### src/include/stcc_consts.svh
// Offsets, field positions, reset values and timing counts of the serial control block
`ifndef STCC_CONSTS_SVH
`define STCC_CONSTS_SVH

// ----------------------------------------------------------------
// Serial frame layout
// ----------------------------------------------------------------
`define STCC_FRAME_BITS 5'd20
`define STCC_ADDR_LAST_BIT 5'd11
`define STCC_FRAME_LAST_BIT 5'd19
`define STCC_ROW_ZERO 8'h00

// ----------------------------------------------------------------
// Register offsets
// ----------------------------------------------------------------
`define STCC_OFS_POWER_BYPASS 12'h103
`define STCC_OFS_DIAG_PLAYBACK 12'h104
`define STCC_OFS_POINTER_LOOPBACK 12'h105
`define STCC_OFS_PLAY_FIRST 12'h11f
`define STCC_OFS_PLAY_LAST 12'h13e
`define STCC_OFS_PTR_CAPTURE 12'h141
`define STCC_PLAY_B_INDEX 5'h10

// ----------------------------------------------------------------
// Reset values
// ----------------------------------------------------------------
`define STCC_RST_POWER_BYPASS 8'h00
`define STCC_RST_DIAG_PLAYBACK 8'h10
`define STCC_RST_POINTER_LOOPBACK 8'h00

// ----------------------------------------------------------------
// Field positions
// ----------------------------------------------------------------
`define STCC_BIT_READOUT 0
`define STCC_BIT_CHAIN_DISABLE 0
`define STCC_BIT_A_PDN 1
`define STCC_BIT_A_PDN_APPLY 2
`define STCC_BIT_B_PDN 3
`define STCC_BIT_B_PDN_APPLY 4
`define STCC_BIT_BYPASS 5
`define STCC_BIT_BYPASS_APPLY 6
`define STCC_BIT_A_PLAY 5
`define STCC_BIT_B_PLAY 6
`define STCC_BIT_NEAR_MASK 7
`define STCC_BIT_LOOPBACK 0
`define STCC_BIT_LOOPBACK_APPLY 1
`define STCC_BIT_PTR_CAPTURE 3

// ----------------------------------------------------------------
// Sample values and timing
// ----------------------------------------------------------------
`define STCC_MID_CODE 12'h800
`define STCC_NEAR_DISTANCE 2
`define STCC_SCLK_MAX_MHZ 40
`define STCC_SYS_CLK_MHZ 100

`endif

### src/include/stcc_pkg.sv
// Types shared by the serial control block
package stcc_pkg;

  typedef enum logic [1:0] {
    FR_IDLE,
    FR_ADDR,
    FR_WRITE,
    FR_READ
  } stcc_frame_e;

  typedef logic [7:0] stcc_byte_t;

endpackage

### src/rtl/stcc_fifo.sv
// Sample FIFO with valid and ready on both sides and exposed pointers
`timescale 1ns/10ps
module stcc_fifo #(
  parameter int WIDTH = 24,
  parameter int DEPTH = 8,
  parameter int PTR_W = $clog2(DEPTH)
) (
  input wire logic sys_clk,
  input wire logic rst_n,
  input wire logic in_valid,
  output logic in_ready,
  input wire logic [WIDTH-1:0] in_data,
  output logic out_valid,
  input wire logic out_ready,
  output logic [WIDTH-1:0] out_data,
  output logic [PTR_W:0] level,
  output logic [PTR_W-1:0] wr_ptr,
  output logic [PTR_W-1:0] rd_ptr
);

  logic [WIDTH-1:0] mem_reg [DEPTH];
  logic [PTR_W-1:0] wr_ptr_reg;
  logic [PTR_W-1:0] rd_ptr_reg;
  logic [PTR_W:0] count_reg;
  logic [PTR_W:0] count_next;
  logic in_ready_reg;
  logic out_valid_reg;
  logic push;
  logic pop;

  assign push = in_valid & in_ready_reg;
  assign pop = out_valid_reg & out_ready;

  always_comb begin
    count_next = count_reg;
    if (push && !pop) begin
      count_next = count_reg + 1'b1;
    end else if (pop && !push) begin
      count_next = count_reg - 1'b1;
    end
  end

  function automatic logic [PTR_W-1:0] ptr_inc(input logic [PTR_W-1:0] p);
    ptr_inc = (p == PTR_W'(DEPTH - 1)) ? '0 : p + 1'b1;
  endfunction

  always_ff @(posedge sys_clk) begin
    if (push) begin
      mem_reg[wr_ptr_reg] <= in_data;
    end
  end

  // Flags are registered from the next count so both ports stay flop-driven
  always_ff @(posedge sys_clk) begin
    if (!rst_n) begin
      wr_ptr_reg <= '0;
      rd_ptr_reg <= '0;
      count_reg <= '0;
      in_ready_reg <= 1'b0;
      out_valid_reg <= 1'b0;
    end else begin
      if (push) begin
        wr_ptr_reg <= ptr_inc(wr_ptr_reg);
      end
      if (pop) begin
        rd_ptr_reg <= ptr_inc(rd_ptr_reg);
      end
      count_reg <= count_next;
      in_ready_reg <= (count_next != (PTR_W + 1)'(DEPTH));
      out_valid_reg <= (count_next != '0);
    end
  end

  assign in_ready = in_ready_reg;
  assign out_valid = out_valid_reg;
  assign out_data = mem_reg[rd_ptr_reg];
  assign level = count_reg;
  assign wr_ptr = wr_ptr_reg;
  assign rd_ptr = rd_ptr_reg;

endmodule

### src/rtl/stcc_top.sv
// Serial control port and the transmit chain controls it programs
`timescale 1ns/10ps
`include "stcc_consts.svh"

//Contract
//- A frame is 20 bits, twelve address bits then eight data bits.
//- Bits shift in only while select is low, on rising serial clock.
//- Any serial clock rate up to 40 MHz works if each high and low level lasts a system cycle.
//- Top four address bits pick the page, low eight the row.
//- Bit 0 of row zero in each page enables readout for that page.
//- In readout, addressed register other than row zero is not written but shifted out instead.
//- Samples enter an eight-deep FIFO, drained at clock over interpolation.
//- Chain disable powers down both channels and outputs mid-code.
//- Channel power-down needs its apply bit; a powered-down channel outputs mid-code.
//- Without features, all four power-down bits needed; with features, per channel.
//- Bypass with its apply bit passes inputs straight out, skipping the FIFO.
//- Playback mode cycles eight stored samples per channel to its output.
//- Enabled collision detection forces mid-code on two-away unless masked.
//- Pointer capture stores FIFO pointers each output tick, not during readout.
//- Loopback with its apply bit feeds the chain from the receive output.
module stcc_top
  import stcc_pkg::*;
#(
  parameter int DEPTH = 8,
  parameter int SAMPLE_W = 12
) (
  input wire logic sys_clk,
  input wire logic rst_n,
  input wire logic serial_select_n,
  input wire logic serial_clk,
  input wire logic serial_in_pin,
  output logic serial_out_pin,
  output logic serial_out_oe_n,
  input wire logic tx_data_in_clock,
  input wire logic [SAMPLE_W-1:0] tx_in_a,
  input wire logic [SAMPLE_W-1:0] tx_in_b,
  output logic tx_in_ready,
  input wire logic [SAMPLE_W-1:0] rx_out_a,
  input wire logic [SAMPLE_W-1:0] rx_out_b,
  input wire logic [1:0] interp_mode,
  input wire logic digital_feature_en,
  input wire logic collision_detect_en,
  output logic [SAMPLE_W-1:0] dac_a,
  output logic [SAMPLE_W-1:0] dac_b,
  output logic dac_tick
);

  localparam int PTR_W = $clog2(DEPTH);

  // ----------------------------------------------------------------
  // Serial frame capture
  // ----------------------------------------------------------------
  stcc_frame_e frame_state_reg;
  logic sclk_d_reg;
  logic [4:0] bit_cnt_reg;
  logic [18:0] shift_reg;
  stcc_byte_t out_shift_reg;
  logic serial_out_pin_reg;
  logic serial_out_oe_n_reg;
  logic sclk_rise;
  logic sclk_fall;
  logic [19:0] frame_word;
  logic [11:0] frame_addr;
  logic [3:0] frame_page;
  logic [7:0] frame_row;
  logic [7:0] frame_data;
  logic addr_done;
  logic frame_done;
  logic commit_write;

  // Sampled at sys_clk, so one serial level must last a system cycle
  assign sclk_rise = serial_clk & ~sclk_d_reg & ~serial_select_n;
  assign sclk_fall = ~serial_clk & sclk_d_reg & ~serial_select_n;
  assign frame_word = {shift_reg, serial_in_pin};
  assign frame_addr = frame_word[19:8];
  assign frame_page = frame_addr[11:8];
  assign frame_row = frame_addr[7:0];
  assign frame_data = frame_word[7:0];
  assign addr_done = sclk_rise && (bit_cnt_reg == `STCC_ADDR_LAST_BIT);
  assign frame_done = sclk_rise && (bit_cnt_reg == `STCC_FRAME_LAST_BIT);
  assign commit_write = frame_done && (frame_state_reg == FR_WRITE);

  always_ff @(posedge sys_clk) begin
    if (!rst_n) begin
      sclk_d_reg <= 1'b0;
    end else begin
      sclk_d_reg <= serial_clk;
    end
  end

  always_ff @(posedge sys_clk) begin
    if (!rst_n) begin
      bit_cnt_reg <= '0;
      shift_reg <= '0;
    end else if (serial_select_n) begin
      bit_cnt_reg <= '0;
    end else if (sclk_rise && bit_cnt_reg != `STCC_FRAME_BITS) begin
      shift_reg <= frame_word[18:0];
      bit_cnt_reg <= bit_cnt_reg + 5'd1;
    end
  end

  // ----------------------------------------------------------------
  // Register file
  // ----------------------------------------------------------------
  logic [15:0] readout_en_reg;
  stcc_byte_t power_bypass_reg;
  stcc_byte_t diag_playback_reg;
  stcc_byte_t pointer_loopback_reg;
  stcc_byte_t ptr_capture_reg;
  stcc_byte_t play_mem_reg [32];
  logic any_readout;

  assign any_readout = |readout_en_reg;

  function automatic logic is_play(input logic [11:0] a);
    is_play = (a >= `STCC_OFS_PLAY_FIRST) && (a <= `STCC_OFS_PLAY_LAST);
  endfunction

  function automatic logic [4:0] play_index(input logic [11:0] a);
    logic [11:0] d;
    d = a - `STCC_OFS_PLAY_FIRST;
    play_index = d[4:0];
  endfunction

  function automatic stcc_byte_t read_byte(input logic [11:0] a);
    read_byte = 8'h00;
    if (a[7:0] == `STCC_ROW_ZERO) begin
      read_byte = {7'h00, readout_en_reg[a[11:8]]};
    end else if (is_play(a)) begin
      read_byte = play_mem_reg[play_index(a)];
    end else begin
      case (a)
        `STCC_OFS_POWER_BYPASS: read_byte = power_bypass_reg;
        `STCC_OFS_DIAG_PLAYBACK: read_byte = diag_playback_reg;
        `STCC_OFS_POINTER_LOOPBACK: read_byte = pointer_loopback_reg;
        `STCC_OFS_PTR_CAPTURE: read_byte = ptr_capture_reg;
        default: read_byte = 8'h00;
      endcase
    end
  endfunction

  // Row zero stays writable in readout, otherwise readout could never be left
  always_ff @(posedge sys_clk) begin
    if (!rst_n) begin
      frame_state_reg <= FR_IDLE;
    end else if (serial_select_n) begin
      frame_state_reg <= FR_IDLE;
    end else begin
      case (frame_state_reg)
        FR_IDLE: begin
          if (sclk_rise) begin
            frame_state_reg <= FR_ADDR;
          end
        end
        FR_ADDR: begin
          if (addr_done) begin
            if (readout_en_reg[frame_word[11:8]] && frame_word[7:0] != `STCC_ROW_ZERO) begin
              frame_state_reg <= FR_READ;
            end else begin
              frame_state_reg <= FR_WRITE;
            end
          end
        end
        FR_WRITE: frame_state_reg <= FR_WRITE;
        FR_READ: frame_state_reg <= FR_READ;
        default: frame_state_reg <= FR_IDLE;
      endcase
    end
  end

  // Readback byte leaves on falling edges so the host samples it on rising ones
  always_ff @(posedge sys_clk) begin
    if (!rst_n) begin
      out_shift_reg <= 8'h00;
      serial_out_pin_reg <= 1'b0;
      serial_out_oe_n_reg <= 1'b1;
    end else begin
      serial_out_oe_n_reg <= ~(frame_state_reg == FR_READ);
      if (addr_done) begin
        out_shift_reg <= read_byte(frame_word[11:0]);
      end else if (sclk_fall && frame_state_reg == FR_READ) begin
        serial_out_pin_reg <= out_shift_reg[7];
        out_shift_reg <= {out_shift_reg[6:0], 1'b0};
      end
    end
  end

  always_ff @(posedge sys_clk) begin
    if (!rst_n) begin
      readout_en_reg <= '0;
    end else if (commit_write && frame_row == `STCC_ROW_ZERO) begin
      readout_en_reg[frame_page] <= frame_data[`STCC_BIT_READOUT];
    end
  end

  always_ff @(posedge sys_clk) begin
    if (!rst_n) begin
      power_bypass_reg <= `STCC_RST_POWER_BYPASS;
      diag_playback_reg <= `STCC_RST_DIAG_PLAYBACK;
      pointer_loopback_reg <= `STCC_RST_POINTER_LOOPBACK;
    end else if (commit_write) begin
      case (frame_addr)
        `STCC_OFS_POWER_BYPASS: power_bypass_reg <= frame_data;
        `STCC_OFS_DIAG_PLAYBACK: diag_playback_reg <= frame_data;
        `STCC_OFS_POINTER_LOOPBACK: pointer_loopback_reg <= frame_data;
        default: power_bypass_reg <= power_bypass_reg;
      endcase
    end
  end

  always_ff @(posedge sys_clk) begin
    if (!rst_n) begin
      for (int i = 0; i < 32; i++) begin
        play_mem_reg[i] <= 8'h00;
      end
    end else if (commit_write && is_play(frame_addr)) begin
      play_mem_reg[play_index(frame_addr)] <= frame_data;
    end
  end

  // ----------------------------------------------------------------
  // Control decode
  // ----------------------------------------------------------------
  logic chain_disable;
  logic chan_a_powerdown;
  logic chan_a_powerdown_apply;
  logic chan_b_powerdown;
  logic chan_b_powerdown_apply;
  logic chain_bypass;
  logic chan_a_playback_en;
  logic chan_b_playback_en;
  logic near_collision_mask;
  logic pointer_capture_en;
  logic loopback_en;
  logic chan_a_off;
  logic chan_b_off;
  logic all_pdn;

  assign chain_disable = power_bypass_reg[`STCC_BIT_CHAIN_DISABLE];
  assign chan_a_powerdown = power_bypass_reg[`STCC_BIT_A_PDN];
  assign chan_a_powerdown_apply = power_bypass_reg[`STCC_BIT_A_PDN_APPLY];
  assign chan_b_powerdown = power_bypass_reg[`STCC_BIT_B_PDN];
  assign chan_b_powerdown_apply = power_bypass_reg[`STCC_BIT_B_PDN_APPLY];
  assign chain_bypass = power_bypass_reg[`STCC_BIT_BYPASS]
    & power_bypass_reg[`STCC_BIT_BYPASS_APPLY];
  assign chan_a_playback_en = diag_playback_reg[`STCC_BIT_A_PLAY];
  assign chan_b_playback_en = diag_playback_reg[`STCC_BIT_B_PLAY];
  assign near_collision_mask = diag_playback_reg[`STCC_BIT_NEAR_MASK];
  assign pointer_capture_en = pointer_loopback_reg[`STCC_BIT_PTR_CAPTURE];
  assign loopback_en = pointer_loopback_reg[`STCC_BIT_LOOPBACK]
    & pointer_loopback_reg[`STCC_BIT_LOOPBACK_APPLY];

  assign all_pdn = chan_a_powerdown & chan_a_powerdown_apply
    & chan_b_powerdown & chan_b_powerdown_apply;
  assign chan_a_off = chain_disable | (digital_feature_en
    ? (chan_a_powerdown & chan_a_powerdown_apply) : all_pdn);
  assign chan_b_off = chain_disable | (digital_feature_en
    ? (chan_b_powerdown & chan_b_powerdown_apply) : all_pdn);

  // ----------------------------------------------------------------
  // Sample path
  // ----------------------------------------------------------------
  logic [1:0] div_cnt_reg;
  logic [1:0] div_last;
  logic tick;
  logic [2:0] play_idx_reg;
  logic [2*SAMPLE_W-1:0] src_word;
  logic fifo_out_valid;
  logic [2*SAMPLE_W-1:0] fifo_out_data;
  logic [PTR_W:0] fifo_level;
  logic [PTR_W-1:0] fifo_wr_ptr;
  logic [PTR_W-1:0] fifo_rd_ptr;
  logic near_collide;
  logic [SAMPLE_W-1:0] dac_a_reg;
  logic [SAMPLE_W-1:0] dac_b_reg;
  logic dac_tick_reg;

  function automatic logic [1:0] divide_last(input logic [1:0] mode);
    case (mode)
      2'h0: divide_last = 2'h0;
      2'h1: divide_last = 2'h1;
      default: divide_last = 2'h3;
    endcase
  endfunction

  function automatic logic [SAMPLE_W-1:0] play_sample(input logic [4:0] base,
                                                      input logic [2:0] k);
    logic [4:0] lo;
    lo = base + {1'b0, k, 1'b0};
    play_sample = SAMPLE_W'({play_mem_reg[lo + 5'd1][3:0], play_mem_reg[lo]});
  endfunction

  assign div_last = divide_last(interp_mode);
  assign tick = (div_cnt_reg == div_last);
  assign src_word = loopback_en ? {rx_out_a, rx_out_b} : {tx_in_a, tx_in_b};
  assign near_collide = collision_detect_en & ~near_collision_mask
    & ((fifo_level == (PTR_W + 1)'(`STCC_NEAR_DISTANCE))
    | (fifo_level == (PTR_W + 1)'(DEPTH - `STCC_NEAR_DISTANCE)));

  always_ff @(posedge sys_clk) begin
    if (!rst_n) begin
      div_cnt_reg <= 2'h0;
    end else if (tick) begin
      div_cnt_reg <= 2'h0;
    end else begin
      div_cnt_reg <= div_cnt_reg + 2'h1;
    end
  end

  always_ff @(posedge sys_clk) begin
    if (!rst_n) begin
      play_idx_reg <= 3'h0;
    end else if (tick) begin
      play_idx_reg <= play_idx_reg + 3'h1;
    end
  end

  // Write side is the data input clock strobe, read side the divided tick
  stcc_fifo #(
    .WIDTH(2 * SAMPLE_W),
    .DEPTH(DEPTH)
  ) u_fifo (
    .sys_clk(sys_clk),
    .rst_n(rst_n),
    .in_valid(tx_data_in_clock & ~chain_bypass),
    .in_ready(tx_in_ready),
    .in_data(src_word),
    .out_valid(fifo_out_valid),
    .out_ready(tick),
    .out_data(fifo_out_data),
    .level(fifo_level),
    .wr_ptr(fifo_wr_ptr),
    .rd_ptr(fifo_rd_ptr)
  );

  always_ff @(posedge sys_clk) begin
    if (!rst_n) begin
      ptr_capture_reg <= 8'h00;
    end else if (tick && pointer_capture_en && !any_readout) begin
      ptr_capture_reg <= 8'({fifo_wr_ptr, 1'b0, fifo_rd_ptr});
    end
  end

  // An empty FIFO yields mid-code rather than repeating stale data
  always_ff @(posedge sys_clk) begin
    if (!rst_n) begin
      dac_a_reg <= `STCC_MID_CODE;
      dac_b_reg <= `STCC_MID_CODE;
      dac_tick_reg <= 1'b0;
    end else if (chain_bypass && !chain_disable) begin
      dac_tick_reg <= tx_data_in_clock;
      if (tx_data_in_clock) begin
        dac_a_reg <= chan_a_off ? `STCC_MID_CODE : src_word[2*SAMPLE_W-1:SAMPLE_W];
        dac_b_reg <= chan_b_off ? `STCC_MID_CODE : src_word[SAMPLE_W-1:0];
      end
    end else begin
      dac_tick_reg <= tick;
      if (tick) begin
        if (chan_a_off || near_collide) begin
          dac_a_reg <= `STCC_MID_CODE;
        end else if (chan_a_playback_en) begin
          dac_a_reg <= play_sample(5'h00, play_idx_reg);
        end else begin
          dac_a_reg <= fifo_out_valid ? fifo_out_data[2*SAMPLE_W-1:SAMPLE_W] : `STCC_MID_CODE;
        end
        if (chan_b_off || near_collide) begin
          dac_b_reg <= `STCC_MID_CODE;
        end else if (chan_b_playback_en) begin
          dac_b_reg <= play_sample(`STCC_PLAY_B_INDEX, play_idx_reg);
        end else begin
          dac_b_reg <= fifo_out_valid ? fifo_out_data[SAMPLE_W-1:0] : `STCC_MID_CODE;
        end
      end
    end
  end

  assign serial_out_pin = serial_out_pin_reg;
  assign serial_out_oe_n = serial_out_oe_n_reg;
  assign dac_a = dac_a_reg;
  assign dac_b = dac_b_reg;
  assign dac_tick = dac_tick_reg;
endmodule

### config.mk
export PLATFORM = sky130hd
export DESIGN_NAME = stcc_top
export DESIGN_NICKNAME = d
export VERILOG_FILES = /design/src/include/stcc_pkg.sv /design/src/rtl/stcc_fifo.sv /design/src/rtl/stcc_top.sv
export VERILOG_INCLUDE_DIRS = /design/src /design/src/include
export SDC_FILE = /design/constraint.sdc
export NUM_CORES = 1
export LEC_CHECK = 0
export CORE_ASPECT_RATIO = 0.6
export CORE_MARGIN = 1.5
export CORE_UTILIZATION = 35
export DETAILED_ROUTE_END_ITERATION = 10
export DONT_BUFFER_PORTS = 1
export MAX_ROUTING_LAYER = met4
export SLEW_MARGIN = 10
export SYNTH_ARGS = -nofsm -noshare
export SYNTH_HDL_FRONTEND = slang
export SYNTH_SLANG_ARGS = --single-unit
### constraint.sdc
create_clock -name sys_clk -period 5.1 [get_ports sys_clk]
set_input_delay 0.51 -clock sys_clk [delete_from_list [all_inputs] [get_ports sys_clk]]
set_output_delay 0.51 -clock sys_clk [all_outputs]
set_load 0.1 [all_outputs]
==> metrics <==
wirelength, routed 81.76 mm; Syn Area/Cell 13.91 sq um; CTS tree done; initial core utilization 35.40%; critical path endpoint category register; critical path class register to register; post-DP HPWL 57.70 mm; H-tree levels 2; LEAKAGE 0.009678 uW; vias in the first global route 16174; FF-to-FF path depth 7; setup_tns 0 ns; hold path startpoint serial_clk; Worst EP required 5.42 ns; Hold EP sclk_d_reg; relative slew slack 13.89%; clock buffer depth 3; #FFs+latches synth 579; first-pass GRT wire length 116.9 mm; top cells by count, synth edfxtp_1 (448), and2_1 (189), mux4_2 (166), dfxtp_1 (131), nand2_1 (112); Routed Antenna Nets 0; DRC 0; hold depth 1; die width 364.7 microns; CTS sink cnt 579; minimum clock period 3.750 ns; Syn-to-layout area delta 10.57%; Syn. warnings 0; switching part of the total 26.16%; Core ar. 0.07759 sq mm; most numerous cell in the Yosys netlist edfxtp_1; non-filler cells, final 3021; prevailing post-synth register cell edfxtp_1; CTS root buffer clkbuf_16; first-iteration detailed-routing DRC count 2604; Hold Crit Class primary input to register; DIE HEIGHT 220 microns; Synth Instances 1975; Max Cap Viol 0; Power per Cell Area 369.4 mW/mm^2; worst-margin pin slew 1.290 ns; CTS Buf Count 52; reg-to-reg slack, setup 1.35 ns; Skew-Pair Late Insertion Delay 0.61 ns; pin count of the biggest net entering global routing 90; via density per instance 5.863; RSZ-0062 raised after global routing no; Crit Path Max Fanout 22; status completed; sw power 2934 uW; Ports 86; Internal Power 8283 uW; Distinct cells, synth 80; Post-Syn Area 0.02747 sq mm; sequential-to-total area share from yosys stat 58.52%; total grt overflow 0; top cell type's share of synthesized area 48.98%; CTS clk-pin slew, worst paths 0.07 ns; largest voltage drop on the vdd net 0.0003103 V; endpoints failing hold 0; startpoint types register; FP Rows 79; Slew Viols, Final 0; I/O Buffers 0; fin crit share 73.53%; Power Total 11220 uW; worst flop-to-flop path endpoint play_mem_reg[8][7]; layout cells sized above 1 20.42%; # setup viols final 0; Final Skew 0.01355 ns; Reg power frac 51.1%; Logic pwr share 11.0%; Syn Nets 2047; gpl congestion 1.008; fmax 266.7 MHz; DR pass1 iterations 7; asr flop ratio synth 0%; largest area contributor in the netlist edfxtp_1; total vias in the final route 17711; Largest register FFs 256; Total GRT Usage 20.71%; DP Cell Count 2918; crit path DAT 4.07 ns; WL/cell 27.06 microns; initial antenna violation count 3; Post-synth EDFFs 448; die footprint 0.08023 sq mm; reg-to-reg startpoint shift_reg[8]; top post-synthesis cells by area edfxtp_1 (49%), mux4_2 (14%), dfxtp_1 (9.5%); nets@finish 1992; Clock power frac 37.9%; postcts setup bufs 0
-- layout by cell type, fill, tap and decap left out, drive strengths merged, types with 27 or more instances in the layout --
cell type	netlist	final
o21ai	63	63
mux4	166	166
buf	77	58
nor2	113	113
nand2	114	114
nor4	28	28
and2	190	190
mux2i	91	91
dfxtp	131	131
inv	33	35
nor3	84	84
mux2	39	39
clkbuf	91	62
nand3	27	27
edfxtp	448	448
a21oi	55	55
-- per-stage QoR --
stage | cell area [sq um] | setup slack (ns) | hold WS [ns] | utilization, %
6_report | 30370 | 1.350 | 0.02513 | 39.14
5_1_grt | 30370 | 1.161 | 0.01870 | 39.14
4_1_cts | 30360 | 1.437 | 0.0009595 | 39.13
3_5_place_dp | 28530 | 1.464 | 0.4482 | 36.77
3_3_place_gp | 28530 | 1.690 | 0.4475 | 36.77
2_1_floorplan | 27470 | 0.6654 | 0.4175 | -
-- layer usage --
layer	part of all wire (%)	up-vias	track usage, %
met4	1.2	0	2.778
met3	14	83	7.364
met1	47	9124	32.63
li1	-	7476	-
met5	0	-	-
met2	38	1028	25.03
-- power by group through the flow --
stage / combinational [uW] / sequential (uW) / clock, uW
after floorplan: 912 / 5690 / 0
after global placement: 1200 / 5820 / 0
after detailed placement: 1210 / 5830 / 0
after CTS: 1220 / 5730 / 4310
after global routing: 1300 / 5760 / 4480
final: 1230 / 5730 / 4250
-- repair_timing --
action	in CTS	in global routing
hold buffers	1	0
gates resized for setup	0	0
endpoints found under the hold margin	2	0
-- worst max-delay path by stage --
stage                     cells past startpoint  slack [ns]              endpoint             from
after detailed placement                      7        1.46    play_mem_reg[8][2]     shift_reg[8]
after floorplan                               3        0.67  u_fifo.mem_reg[4][0]  u_fifo.in_ready
after global placement                        7        1.69    play_mem_reg[8][2]     shift_reg[8]
final                                         7        1.35    play_mem_reg[8][7]     shift_reg[8]
after CTS                                     7        1.44    play_mem_reg[8][7]     shift_reg[8]
after global routing                          7        1.16    play_mem_reg[8][2]     shift_reg[8]
-- cells by family (layout without fill, tap and decap cells) --
kind of cell	after synthesis	in the layout	share of synthesized area, %
multiplexers	296	296	18.53
buffers and inverters	201	190	3.330
AND/OR/NAND/NOR	635	635	12.73
flip-flops	579	579	58.52
AO/OA/AOI/OAI	235	235	5.721
adder cells (fa/ha/maj)	14	14	0.6377
XOR/XNOR	15	15	0.5330
other	0	4	0
-- area by class of cell --
class / count / area, sq um
fillers: 7153 / 47220
repair buffers: 59 / 457.9
well taps: 1053 / 1318
multi-input cells: 1195 / 10560
diodes: 4 / 10.01
inverters: 33 / 126.4
clock buffers: 62 / 1400
clock inverters: 36 / 417.9
flip-flops and latches: 579 / 16090
-- worst max-delay path, stage by stage, from the launching register on --
cell      delay (ns)
dfxtp_1         0.83
nand2_2         0.27
nor3_1          0.33
o2111a_1        0.35
nand3_1         0.45
buf_4           0.41
o21ai_0         0.54
buf_4           0.26
No activity file was read; power rests on OpenSTA's default activity.
